### src/include/ccint_defines.vh
`ifndef CCINT_DEFINES_VH
`define CCINT_DEFINES_VH
// command byte field positions
`define CCINT_ADDR_MSB 7
`define CCINT_ADDR_LSB 5
`define CCINT_SUPPLY_MSB 1
`define CCINT_SUPPLY_LSB 0
// chip address patterns: 0xx selects, 101 selects
`define CCINT_ADDR_SEL_B 3'b101
// timing
`define CCINT_CLK_MHZ 100
`define CCINT_STEP_NS 500
`define CCINT_STEP_CYC ((`CCINT_STEP_NS * `CCINT_CLK_MHZ) / 1000)
`define CCINT_DEBOUNCE_US 50
`define CCINT_DEBOUNCE_CYC (`CCINT_DEBOUNCE_US * `CCINT_CLK_MHZ)
// reset values
`define CCINT_SUPPLY_RST 2'b00
`endif

### src/hw/ccint_top.v
`timescale 1ns/10ps
`include "ccint_defines.vh"
// Notes on behaviour
// - interrupt output high after reset
// - card insertion or removal drives interrupt low
// - card supply fault drives interrupt low
// - assertion ignores chip select and chip address
// - insertion cleared by any supply setting; overload only by zero
// - clear needs chip select low and address 0xx or 101
// - host acks insertion by programming nonzero supply; interrupt released
// - extraction asserts interrupt and starts deactivation automatically
// - extraction interrupt released by selected zero supply write
// - extraction deactivation order reset, clock, aux pair, data, supply, 500 ns steps; fault or host zero write cuts supply first
// - card events debounced 50 us; host power-down starts immediately
// - new event while pending keeps interrupt low until valid clear
// - supply out of window stops converter, deactivates, interrupts
module ccint_top #(
    parameter DEBOUNCE_CYC = `CCINT_DEBOUNCE_CYC,
    parameter STEP_CYC = `CCINT_STEP_CYC
) (
    input wire CLK_I,
    input wire RST_I,
    input wire CARD_PRESENCE_IN_I,
    input wire SUPPLY_FAULT_I,
    input wire CS_N_I,
    input wire CMD_STROBE_I,
    input wire [7:0] CMD_BYTE_I,
    output reg INT_N_O,
    output reg [1:0] CARD_SUPPLY_LEVEL_O,
    output reg CONVERTER_EN_O,
    output reg CARD_PRESENT_O,
    output reg PEND_INSERT_O,
    output reg PEND_OVERLOAD_O,
    output reg CARD_RESET_LOW_O,
    output reg CARD_CLOCK_LOW_O,
    output reg AUX_CONTACT_A_LOW_O,
    output reg AUX_CONTACT_B_LOW_O,
    output reg CARD_DATA_LINE_LOW_O,
    output wire DEACT_BUSY_O
);
    localparam DW = 24;

    // address decode used by the clear path
    function addr_match;
        input [2:0] a;
        begin
            addr_match = (a[2] == 1'b0) || (a == `CCINT_ADDR_SEL_B);
        end
    endfunction

    wire [2:0] chip_address_bits = CMD_BYTE_I[`CCINT_ADDR_MSB:`CCINT_ADDR_LSB];
    wire [1:0] supply_setting_bits = CMD_BYTE_I[`CCINT_SUPPLY_MSB:`CCINT_SUPPLY_LSB];
    // only a selected chip with a matching address accepts a write
    wire sel_write = CMD_STROBE_I && !CS_N_I && addr_match(chip_address_bits);
    wire zero_write = sel_write && (supply_setting_bits == 2'b00);

    // debounce: the filtered state follows only after a stable period
    reg [DW-1:0] db_cnt;
    reg presence_filt;
    reg presence_prev;
    wire card_event = presence_filt != presence_prev;
    always @(posedge CLK_I) begin
        if (RST_I) begin
            db_cnt <= {DW{1'b0}};
            presence_filt <= 1'b0;
            presence_prev <= 1'b0;
        end else begin
            presence_prev <= presence_filt;
            if (CARD_PRESENCE_IN_I == presence_filt) begin
                db_cnt <= {DW{1'b0}};
            end else if (db_cnt == DEBOUNCE_CYC[DW-1:0] - 24'h00_0001) begin
                db_cnt <= {DW{1'b0}};
                presence_filt <= CARD_PRESENCE_IN_I;
            end else begin
                db_cnt <= db_cnt + 24'h00_0001;
            end
        end
    end

    wire extract_event = card_event && !presence_filt;
    // supply fault sampled as an edge so a held fault gives one event
    reg fault_prev;
    wire fault_event = SUPPLY_FAULT_I && !fault_prev;

    // pending flags: set always wins over clear; not gated by select
    reg next_pend_insert;
    reg next_pend_overload;
    always @* begin
        next_pend_insert = PEND_INSERT_O;
        next_pend_overload = PEND_OVERLOAD_O;
        if (sel_write) begin
            next_pend_insert = 1'b0;
        end
        if (zero_write) begin
            next_pend_overload = 1'b0;
        end
        if (card_event) begin
            next_pend_insert = 1'b1;
        end
        if (fault_event) begin
            next_pend_overload = 1'b1;
        end
    end

    always @(posedge CLK_I) begin
        if (RST_I) begin
            PEND_INSERT_O <= 1'b0;
            PEND_OVERLOAD_O <= 1'b0;
            INT_N_O <= 1'b1;
            fault_prev <= 1'b0;
            CARD_PRESENT_O <= 1'b0;
        end else begin
            PEND_INSERT_O <= next_pend_insert;
            PEND_OVERLOAD_O <= next_pend_overload;
            INT_N_O <= !(next_pend_insert || next_pend_overload);
            fault_prev <= SUPPLY_FAULT_I;
            CARD_PRESENT_O <= presence_filt;
        end
    end

    // deactivation starts on filtered extraction, fault, or host zero write while the supply is nonzero
    wire host_down = zero_write && (CARD_SUPPLY_LEVEL_O != 2'b00);
    wire seq_start = extract_event || fault_event || host_down;
    wire [4:0] force_low;
    ccint_deact_seq #(
        .STEP_CYC(STEP_CYC)
    ) u_seq (
        .clk_i(CLK_I),
        .rst_i(RST_I),
        .start_i(seq_start),
        .force_low_o(force_low),
        .busy_o(DEACT_BUSY_O)
    );

    // supply setting and converter; a fault kills the converter at once
    always @(posedge CLK_I) begin
        if (RST_I) begin
            CARD_SUPPLY_LEVEL_O <= `CCINT_SUPPLY_RST;
            CONVERTER_EN_O <= 1'b0;
        end else if (fault_event) begin
            CONVERTER_EN_O <= 1'b0;
            CARD_SUPPLY_LEVEL_O <= 2'b00;
        end else if (sel_write && supply_setting_bits != 2'b00) begin
            CARD_SUPPLY_LEVEL_O <= supply_setting_bits;
            CONVERTER_EN_O <= 1'b1;
        end else if (force_low[4] || zero_write) begin
            CARD_SUPPLY_LEVEL_O <= 2'b00;
            CONVERTER_EN_O <= 1'b0;
        end
    end

    // card line forcing; released when the host powers the card again with no deactivation running
    always @(posedge CLK_I) begin
        if (RST_I) begin
            CARD_RESET_LOW_O <= 1'b1;
            CARD_CLOCK_LOW_O <= 1'b1;
            AUX_CONTACT_A_LOW_O <= 1'b1;
            AUX_CONTACT_B_LOW_O <= 1'b1;
            CARD_DATA_LINE_LOW_O <= 1'b1;
        end else if (sel_write && supply_setting_bits != 2'b00 && !DEACT_BUSY_O) begin
            CARD_RESET_LOW_O <= 1'b0;
            CARD_CLOCK_LOW_O <= 1'b0;
            AUX_CONTACT_A_LOW_O <= 1'b0;
            AUX_CONTACT_B_LOW_O <= 1'b0;
            CARD_DATA_LINE_LOW_O <= 1'b0;
        end else begin
            CARD_RESET_LOW_O <= CARD_RESET_LOW_O | force_low[0];
            CARD_CLOCK_LOW_O <= CARD_CLOCK_LOW_O | force_low[1];
            AUX_CONTACT_A_LOW_O <= AUX_CONTACT_A_LOW_O | force_low[2];
            AUX_CONTACT_B_LOW_O <= AUX_CONTACT_B_LOW_O | force_low[2];
            CARD_DATA_LINE_LOW_O <= CARD_DATA_LINE_LOW_O | force_low[3];
        end
    end
endmodule // ccint_top

### src/hw/ccint_deact_seq.v
`timescale 1ns/10ps
`include "ccint_defines.vh"
// card deactivation sequencer: reset, clock, aux pair, data, supply
module ccint_deact_seq #(
    parameter STEP_CYC = `CCINT_STEP_CYC
) (
    input wire clk_i,
    input wire rst_i,
    input wire start_i,
    output reg [4:0] force_low_o,
    output wire busy_o
);
    localparam CW = 16;
    reg [CW-1:0] cnt;
    reg [2:0] step;
    assign busy_o = (step != 3'd0) && (step != 3'd6);
    // each step forces one more line, or the aux pair together, low after a fixed spacing
    always @(posedge clk_i) begin
        if (rst_i) begin
            step <= 3'd0;
            cnt <= {CW{1'b0}};
            force_low_o <= 5'b0_0000;
        end else if (start_i && !busy_o) begin
            step <= 3'd1;
            cnt <= {CW{1'b0}};
            force_low_o <= 5'b0_0001;
        end else if (busy_o) begin
            if (cnt == STEP_CYC[CW-1:0] - 16'h0001) begin
                cnt <= {CW{1'b0}};
                step <= step + 3'd1;
                // supply switched off last, after data line
                case (step)
                    3'd1: force_low_o <= 5'b0_0011;
                    3'd2: force_low_o <= 5'b0_0111;
                    3'd3: force_low_o <= 5'b0_1111;
                    3'd4: force_low_o <= 5'b1_1111;
                    default: force_low_o <= force_low_o;
                endcase
            end else begin
                cnt <= cnt + 16'h0001;
            end
        end else if (step == 3'd6) begin
            // drop the force pulses; the top latches each line until the host powers up again,
            // so a stale force here would pull the lines and supply down right after a release
            step <= 3'd0;
            force_low_o <= 5'b0_0000;
        end
    end
endmodule // ccint_deact_seq

### config.mk
export PLATFORM = sky130hd
export DESIGN_NAME = ccint_top
export DESIGN_NICKNAME = d
export VERILOG_FILES = /design/src/hw/ccint_top.v /design/src/hw/ccint_deact_seq.v
export VERILOG_INCLUDE_DIRS = /design/src /design/src/include
export SDC_FILE = /design/constraint.sdc
export NUM_CORES = 1
export LEC_CHECK = 0
export ABC_CLOCK_PERIOD_IN_PS = 2000
export BUFFER_PORTS_ARGS = -buffer_cell sky130_fd_sc_hd__buf_2
export CAP_MARGIN = 30
export CORE_UTILIZATION = 40
export DETAILED_ROUTE_END_ITERATION = 6
export GPL_TIMING_DRIVEN = 0
export SYNTH_ARGS = -nofsm -noshare
export SYNTH_HDL_FRONTEND = slang
export SYNTH_HIERARCHICAL = 1
export SYNTH_SLANG_ARGS = --single-unit
### constraint.sdc
create_clock -name CLK_I -period 2 [get_ports CLK_I]
set_input_delay 0.3 -clock CLK_I [delete_from_list [all_inputs] [get_ports CLK_I]]
set_output_delay 0.3 -clock CLK_I [all_outputs]
set_load 0.02 [all_outputs]
==> run_results.csv, run 1 <==
group,metric,value,unit
route,post_drt_wl_per_cell,13.3,um
yosys,ys_seq_area_frac,0.408,
sta,setup_tns,0,ns
route,drtIter0Drc,110,
status,outcome,"finished clean",
sta,finalClockSkew,0.00990,ns
hold_path,holdPathStages,2,
place,port_buffers,23,
route,highest_layer,"met4",
final_layout,stdcell_count,488,
sta,whs,0.188,ns
worst_setup_path,rrSetupSlack,0.07,ns
power_and_ir_drop,switching_power,0.617,mW
route,via_count,2602,
grt,antenna_found_initial,0,
route,viasPerCell,5.33,
hold_path,whs_endpoint,"fault_prev",
yosys,synth_flop_cell,"dfxtp_1",
worst_setup_path,crit_arrival,2.14,ns
worst_setup_path,path_cells,"or4_1 -> or4_4 -> o21bai_2 -> buf_4 -> a21oi_1",
route,ant_nets,0,
cts,clock_path_buffers,2,
power_and_ir_drop,p_per_area,748,nW/um^2
die,initial_core_util,0.417,
hold_path,hold_class,"input port to flip-flop",
cts,clk_pin_slew,0.07,ns
job,drv_cap,0,
yosys,yosys.area.top_type,"dfxtp_1",
cts,cts_tree,"done",
power_and_ir_drop,ir_worst_vdd,0.406,mV
worst_setup_path,r2r_cells,5,
die,die_h,89.2,um
worst_setup_path,critPathLaunchType,"flip-flop",
die,rows,31,
sta,min_period,1.93,ns
route,drc,0,
yosys,ys_types,57,
yosys,ys_warn_count,6,
yosys,synth_edf_count,0,
cts,h-tree-depth,3,
grt,grt_pass1_wl,10800,um
sta,max-slew-margin-rel,0.615,
die,core_area,7290,um^2
final_layout,layout_commonest_cell,"dfxtp_1",
yosys,synthArstFlopShare,0,
cts,worst_skew_pair.late_latency,0.34,ns
sta,final.period_utilization,0.963,
sta,finalMaxSlewViolations,0,
power_and_ir_drop,p_int,2.08,mW
final_layout,layout.nets,405,
cts,root_buffer,"clkbuf_8",
yosys,yosys-top-cells-area,"dfxtp_1 (41%), a21oi_1 (4.6%), nor2_1 (4.4%), xnor2_1 (3.5%), nand2_1 (3.3%)",
grt,grt_use_total,0.180,
sta,setup_violations,0,
worst_setup_path,r2r-end,"db_cnt[22]",
power_and_ir_drop,p_clk_frac,0.448,
place,place_hpwl,4580,um
route,wl_met2,3110,um
route,drt-met1-wl,3160,um
cts,cts_buffers,9,
die,ios,27,
die,die_area,7960,um^2
grt,grt_max_degree,11,
yosys,syn_avg_cell_area,8.85,um^2
worst_setup_path,cp-end-kind,"flip-flop",
route,firstDrtPassIters,4,
power_and_ir_drop,p_comb_frac,0.079,
yosys,synth_cells,344,
place,place_congestion,0.789,
yosys,yosys_register_bits,62,
yosys,yosysTopAreaCellShare,0.408,
sta,worst_pin_slew,0.573,ns
power_and_ir_drop,p_leak,1.29,nW
route,wl,6510,um
final_layout,drive_gt1_frac,0.206,
grt,first_global_vias,2306,
place,dp.cells,466,
worst_setup_path,slowest_stage,"or4_1",
final_layout,layout_common_cells,"dfxtp_1 (57), nor2_1 (36), a21oi_1 (28)",
final_layout,antenna_cells,0,
cts,cts.sink_count,62,
worst_setup_path,r2r_start,"db_cnt[17]",
final_layout,syn_to_final_growth,18.3,%
die,die_w,89.2,um
worst_setup_path,worst-path-max-fanout,10,
hold_path,min_from,"SUPPLY_FAULT_I",
sta,hold_viol,0,
sta,rsz0062_at_grt,"true",
worst_setup_path,critPathKind,"flip-flop to flip-flop",
sta,max_freq,0.519,GHz
worst_setup_path,critPathMaxStageDelay,0.52,ns
yosys,synthesis.area,3040,um^2
worst_setup_path,worst-endpoint-required,2.21,ns
route,met3WireLength,186,um
yosys,synth_nets,365,
power_and_ir_drop,pwr-share-seq,0.473,
grt,globalRouteOverflowTotal,0,
power_and_ir_drop,switching_share,0.229,
==> metal layers <==
metal | vias up | track usage
met1 | 1228 | 0.222
met3 | 5 | 0.0554
met4 | 0 | 0.0649
met2 | 29 | 0.296
met5 | - | 0
li1 | 1340 | -
==> metrics by stage <==
step / util / area (um^2) / worst slack [ns] / power [mW]
2_1_floorplan: - / 3040 / 0.117 / 1.43
4_1_cts: 0.488 / 3560 / 0.00817 / 2.73
5_1_grt: 0.494 / 3600 / -0.0433 / 2.81
6_report: 0.494 / 3600 / 0.0747 / 2.69
3_3_place_gp: 0.450 / 3280 / -0.140 / 1.49
3_5_place_dp: 0.450 / 3280 / -0.171 / 1.49
==> worst max-delay path by stage <==
stage / endpoint / startpoint / slack (ns) / cells after the start
floorplan: db_cnt[18] / db_cnt[0] / 0.12 / 6
global placement: AUX_CONTACT_A_LOW_O / u_seq/step[0] / -0.14 / 7
detailed placement: CARD_RESET_LOW_O / u_seq/step[0] / -0.17 / 7
CTS: db_cnt[23] / db_cnt[2] / 0.008 / 6
global route: db_cnt[23] / db_cnt[2] / -0.04 / 6
finish: db_cnt[22] / db_cnt[17] / 0.07 / 5
==> power by group through the flow <==
stage          clock, mW  combinational [mW]  sequential (mW)
2_1_floorplan          0               0.117             1.31
3_3_place_gp           0               0.185             1.30
3_5_place_dp           0               0.186             1.30
4_1_cts             1.25               0.204             1.28
5_1_grt             1.30               0.234             1.28
6_report            1.21               0.212             1.27
==> Yosys cell counts, types with 3 or more instances <==
| library cell | number |
|---|---|
| and4_1 | 4 |
| mux2i_1 | 3 |
| nand3b_1 | 5 |
| a21oi_1 | 28 |
| o21a_1 | 3 |
| nor4_1 | 7 |
| buf_2 | 5 |
| nand3_1 | 16 |
| o21bai_1 | 5 |
| nand2b_1 | 5 |
| xnor2_1 | 12 |
| dfxtp_1 | 62 |
| ha_1 | 7 |
| nand4_1 | 11 |
| or4_1 | 7 |
| nor3_1 | 4 |
| or3_1 | 10 |
| nand2_1 | 27 |
| and3_1 | 5 |
| inv_1 | 11 |
| nor2b_1 | 4 |
| xor2_1 | 8 |
| nor2_1 | 36 |
| o21ai_0 | 12 |
| o31ai_1 | 7 |
==> critical path, delay by kind of cell, from the launching register on <==
family	cells	cell delay, ns
flip-flops	1	0.35
AND/OR/NAND/NOR	2	1.03
AO/OA/AOI/OAI	2	0.23
buffers and inverters	1	0.21
==> flip-flops by register name (all words and copies together) (netlist names) <==
register,count
CARD_PRESENT_O,1
u_seq/force_low_o,5
PEND_OVERLOAD_O,1
u_seq/cnt,16
AUX_CONTACT_A_LOW_O,1
CARD_DATA_LINE_LOW_O,1
fault_prev,1
INT_N_O,1
AUX_CONTACT_B_LOW_O,1
presence_filt,1
CARD_RESET_LOW_O,1
u_seq/step,3
db_cnt,24
CARD_CLOCK_LOW_O,1
CONVERTER_EN_O,1
PEND_INSERT_O,1
CARD_SUPPLY_LEVEL_O,2
==> kinds of logic (layout without fill, tap and decap cells) <==
family          after synthesis  after routing  share of synthesized area
fa+ha+maj                     7              7                     0.0288
simple gates                156            156                      0.297
buf+inv                      23             68                     0.0366
compound gates               72             72                      0.157
mux                           4              4                     0.0148
xor+xnor                     20             20                     0.0576
flops                        62             62                      0.408
==> timing repair <==
action	in CTS	in global routing
resized for setup	11	13
hold buffers	0	0
endpoints found under the setup margin	27	23
buffers inserted	4	3
pin swaps	1	1
==> cell type report <==
cell class | instances | area (um^2)
repair buffers | 30 | 170
clock inverters | 4 | 70.1
well taps | 99 | 124
fillers | 711 | 3690
clock buffers | 12 | 145
inverters | 12 | 52.6
multi-input cells | 259 | 1720
plain buffers | 10 | 72.6
flip-flops and latches | 62 | 1250
(Power assumes the default switching activity.)
==> inputs of run 2 (changes only) <==
--- a/config.mk
+++ b/config.mk
@@ -8,3 +8,3 @@
 export LEC_CHECK = 0
-export ABC_CLOCK_PERIOD_IN_PS = 2000
+export ABC_CLOCK_PERIOD_IN_PS = 2370
 export BUFFER_PORTS_ARGS = -buffer_cell sky130_fd_sc_hd__buf_2
==> constraint.sdc (replaced) <==
create_clock -name CLK_I -period 2.37 [get_ports CLK_I]
set_input_delay 0.474 -clock CLK_I [delete_from_list [all_inputs] [get_ports CLK_I]]
set_output_delay 0.474 -clock CLK_I [all_outputs]
set_load 0.02 [all_outputs]
==> run 2 against run 1 <==
  * Cell area is 2.3% lower
  * Largest cell class unchanged
  * Critical path type is now flip-flop to output port
  * Utilization is 1.1 points lower
  * Wire length is 0.83% lower
  * Via count is 0.65% lower
  * Register-to-register slack better by 0.15 ns
==> run_results.csv, run 2 (same netlist as run 1, synthesis figures left out) <==
group,metric,value,unit
sta,finalClockSkew,0.0111,ns
sta,max_freq,0.438,GHz
sta,min_period,2.28,ns
place,place_congestion,0.789,
final_layout,antenna_cells,0,
worst_setup_path,crit_start,"u_seq/step[0]",
cts,cts_tree,"done",
cts,worst_skew_pair.late_latency,0.34,ns
die,ios,27,
worst_setup_path,critPathMaxStageDelay,0.40,ns
route,ant_nets,0,
place,place_hpwl,4580,um
place,dp.cells,466,
sta,setup_violations,0,
grt,grt_pass1_wl,10600,um
power_and_ir_drop,p_per_area,643,nW/um^2
die,die_area,7960,um^2
sta,final.period_utilization,0.963,
cts,clk_pin_slew,0.06,ns
route,drc,0,
cts,cts_buffers,9,
sta,hold_viol,0,
power_and_ir_drop,ir_worst_vdd,0.344,mV
route,firstDrtPassIters,5,
sta,worst_pin_slew,0.574,ns
die,initial_core_util,0.417,
route,post_drt_wl_per_cell,13.3,um
worst_setup_path,critPathKind,"flip-flop to output port",
cts,h-tree-depth,3,
grt,first_global_vias,2281,
die,core_area,7290,um^2
worst_setup_path,slowest_stage,"dfxtp_2",
cts,root_buffer,"clkbuf_8",
worst_setup_path,critPathLaunchType,"flip-flop",
grt,grt_use_total,0.177,
worst_setup_path,worst-path-max-fanout,17,
final_layout,stdcell_count,484,
sta,setup_tns,0,ns
worst_setup_path,cp-end-kind,"output port",
route,viasPerCell,5.34,
hold_path,holdPathStages,2,
route,wl,6460,um
final_layout,largest_register_ffs,24,
final_layout,drive_gt1_frac,0.169,
cts,clock_path_buffers,2,
worst_setup_path,worst-endpoint-required,1.90,ns
final_layout,largest-register,"db_cnt",
grt,globalRouteOverflowTotal,0,
route,drtIter0Drc,118,
sta,max-slew-margin-rel,0.615,
status,outcome,"finished clean",
hold_path,min_from,"SUPPLY_FAULT_I",
grt,grt_max_degree,18,
place,placed_cell_area,3280,um^2
place,port_buffers,23,
final_layout,fin_area,3520,um^2
final_layout,layout.nets,401,
sta,fin_ws,0.0873,ns
job,drv_cap,0,
final_layout,reg_top3,"db_cnt (24), u_seq/cnt (16), u_seq/force_low_o (5)",
final_layout,layout_commonest_cell,"dfxtp_1",
hold_path,hold_class,"input port to flip-flop",
die,rows,31,
cts,cts.sink_count,62,
route,via_count,2585,
worst_setup_path,path_cells,"inv_1 -> ha_1 -> mux2_4 -> inv_8 -> buf_2",
final_layout,syn_to_final_growth,15.5,%
sta,rsz0062_at_grt,"false",
final_layout,layout_common_cells,"dfxtp_1 (61), nor2_1 (36), a21oi_1 (28), buf_2 (28), nand2_1 (27)",
grt,antenna_found_initial,0,
die,die_h,89.2,um
worst_setup_path,crit_arrival,1.81,ns
power_and_ir_drop,p_leak,1.26,nW
die,die_w,89.2,um
worst_setup_path,r2r_cells,8,
worst_setup_path,r2r_start,"u_seq/step[0]",
sta,finalMaxSlewViolations,0,
place,preCtsSetupSlack,0.163,ns
[run 2: metal layers]
layer / up-vias / share of wire / GRT usage
li1: 1326 / - / -
met1: 1226 / 0.49 / 0.220
met2: 27 / 0.47 / 0.288
met3: 6 / 0.028 / 0.0554
met4: 0 / 0.012 / 0.0649
met5: - / 0 / 0
[run 2: path summary, 6_finish.rpt]
path	end	slack [ns]
worst min-delay path	fault_prev	0.36
worst max register to register	u_seq/cnt[10]	0.22
worst max-delay path	DEACT_BUSY_O	0.09
worst min register to register	u_seq/force_low_o[3]	0.46
[run 2: power breakdown]
group | switching [mW] | leakage, nW | internal, mW
logic | 0.101 | 0.652 | 0.0615
clock network | 0.402 | 0.110 | 0.619
registers | 0.0151 | 0.502 | 1.06
[run 2: area by class of cell]
type	instances	area (um^2)
fillers	722	3780
multi-input cells	259	1690
flip-flops and latches	62	1240
clock buffers	12	145
repair buffers	26	138
well taps	99	124
clock inverters	4	70.1
plain buffers	10	53.8
inverters	12	52.6
[run 2: critical path, delay by kind of cell, from the launching register on]
family | cells | cell delay, ns
buf+inv | 3 | 0.46
flops | 1 | 0.40
fa+ha+maj | 1 | 0.27
mux | 1 | 0.36
[run 2: timing repair]
item | in CTS | in global routing
setup buffers | 0 | 3
setup endpoints to repair | 1 | 1
resized for setup | 1 | 1
hold buffers | 0 | 0
[run 2: stage by stage]
stage,power [mW],hold slack [ns],util
2_1_floorplan,1.21,0.430,-
5_1_grt,2.36,0.346,0.482
3_5_place_dp,1.26,0.458,0.450
3_3_place_gp,1.25,0.443,0.450
4_1_cts,2.29,0.346,0.479
6_report,2.26,0.363,0.482
==> inputs of run 3 (changes only) <==
Settings changed: BUFFER_PORTS_ARGS -buffer_cell sky130_fd_sc_hd__buf_2 to not set, CORE_ASPECT_RATIO set to 1.75, CORE_UTILIZATION 40 to 45, DONT_BUFFER_PORTS set to 1.
==> run 3 against run 2 <==
  * Combinational power fell by 21%
  * Via count fell by 3.4%
  * Setup slack improved by 0.012 ns
  * Sequential share of layout area rose by 0.38 points
  * Global-route usage rose by 3.5 points
  * Utilization rose by 5.0 points
  * Highest routed layer unchanged
  * Critical endpoint unchanged
  * Clock skew fell by 0.0054 ns
  * Critical path depth did not move
==> run_results.csv, run 3 (same netlist as run 1, synthesis figures left out) <==
group,metric,value,unit
hold_path,hold_class,"input port to flip-flop",
die,rows,39,
grt,grt_use_total,0.212,
power_and_ir_drop,switching_power,0.561,mW
sta,finalMaxSlewViolations,0,
cts,cts_resized,1,
sta,worst_pin_slew,0.464,ns
cts,root_buffer,"clkbuf_16",
grt,globalRouteOverflowTotal,0,
grt,first_global_vias,2580,
cts,cts_setup_buffers,0,
worst_setup_path,worst-path-max-fanout,11,
final_layout,fillers,624,
final_layout,syn_to_final_growth,14.3,%
job,drv_cap,0,
die,die_w,64.2,um
route,met3WireLength,134,um
power_and_ir_drop,switching_share,0.213,
die,die_area,7110,um^2
sta,final.period_utilization,0.958,
worst_setup_path,cp-end-kind,"output port",
power_and_ir_drop,ir_worst_vdd,0.453,mV
place,place_congestion,0.853,
die,ios,27,
worst_setup_path,critPathKind,"flip-flop to output port",
sta,max_freq,0.440,GHz
route,wl,6740,um
route,ant_nets,0,
final_layout,drive_gt1_frac,0.117,
route,highest_layer,"met4",
final_layout,antenna_cells,0,
cts,cts_buffers,9,
power_and_ir_drop,p_clk_frac,0.538,
sta,finalClockSkew,0.00569,ns
route,firstDrtPassIters,4,
worst_setup_path,crit_arrival,1.80,ns
route,drc,0,
grt,antenna_found_initial,0,
cts,clk_pin_slew,0.05,ns
cts,clock_path_buffers,2,
route,drt-met1-wl,2640,um
grt,grt_pass1_wl,11600,um
sta,hold_viol,0,
final_layout,largest_register_ffs,24,
die,core_area,6540,um^2
sta,setup_violations,0,
final_layout,largest-register,"db_cnt",
grt,grt_max_degree,12,
place,place_hpwl,5040,um
sta,rsz0062_at_grt,"false",
power_and_ir_drop,p_comb_frac,0.049,
power_and_ir_drop,p_int,2.08,mW
power_and_ir_drop,p_leak,1.22,nW
cts,cts_tree,"done",
status,outcome,"finished clean",
cts,hold_buffers,0,
route,wl_met2,3710,um
power_and_ir_drop,power.total,2.64,mW
worst_setup_path,worst-endpoint-required,1.90,ns
die,initial_core_util,0.465,
power_and_ir_drop,p_per_area,758,nW/um^2
final_layout,layout_commonest_cell,"dfxtp_1",
route,drtIter0Drc,143,
power_and_ir_drop,pwr-share-seq,0.413,
place,port_buffers,0,
final_layout,layout_common_cells,"dfxtp_1 (61), nor2_1 (36), a21oi_1 (28)",
worst_setup_path,critPathLaunchType,"flip-flop",
route,post_drt_wl_per_cell,15.3,um
cts,h-tree-depth,3,
die,die_h,111,um
route,via_count,2496,
sta,max-slew-margin-rel,0.688,
final_layout,reg_top3,"db_cnt (24), u_seq/cnt (16), u_seq/force_low_o (5)",
cts,worst_skew_pair.late_latency,0.33,ns
sta,setup_tns,0,ns
cts,cts.sink_count,62,
route,viasPerCell,5.66,
sta,min_period,2.27,ns
final_layout,layout.nets,376,
[run 3: cell count changes in the layout (fill, tap and decap cells not counted), moves of 2 or more]
cell and delta:
clkbuf_8 -8, buf_2 -23, clkbuf_16 +9, buf_4 -3, clkbuf_1 -2
[run 3: worst paths after layout]
path            startpoint       endpoint  slack [ns]  depth (start not counted)
max          u_seq/step[0]   DEACT_BUSY_O         0.1                          5
min                  RST_I  u_seq/step[0]        0.21                          1
max reg2reg      db_cnt[0]     db_cnt[18]        0.28                          6
min reg2reg      db_cnt[0]      db_cnt[0]        0.46                          1
[run 3: stage by stage]
step                      cell area (um^2)  cells  utilization  hold slack (ns)  worst slack (ns)
final                                 3480    441        0.532            0.211            0.0994
after global routing                  3480    441        0.532            0.205            0.0185
after CTS                             3470    441        0.531            0.199            0.0471
after detailed placement              3150    426        0.481            0.457            0.0984
after global placement                3150    426        0.481            0.445             0.135
after floorplan                       3040    344            -            0.430             0.487
[run 3: metal layers]
layer  vias up  track usage
li1       1272            -
met2        29        0.386
met4         0        0.139
met5         -            0
met1      1178        0.207
met3        17       0.0463
[run 3: area by class of cell]
class	instances	area, um^2	area share
Clock buffer	11	253	0.0727
Inverter	12	50.0	0.0144
Sequential cell	62	1240	0.357
Multi-Input combinational cell	259	1700	0.487
Tap cell	82	103	0.0295
Buffer	11	65.1	0.0187
Clock inverter	4	70.1	0.0201
[run 3: power by group through the flow]
stage          clock [mW]  sequential [mW]  combinational, mW
2_1_floorplan           0             1.11             0.0988
3_3_place_gp            0             1.11              0.125
3_5_place_dp            0             1.11              0.127
4_1_cts              1.44             1.09              0.127
5_1_grt              1.50             1.09              0.144
6_report             1.42             1.09              0.129
[run 3: critical path, cell delays in order (launching register included)]
cell,delay [ns]
dfxtp_2,0.39
inv_1,0.12
ha_1,0.27
mux2_4,0.37
clkinv_4,0.12
buf_6,0.18
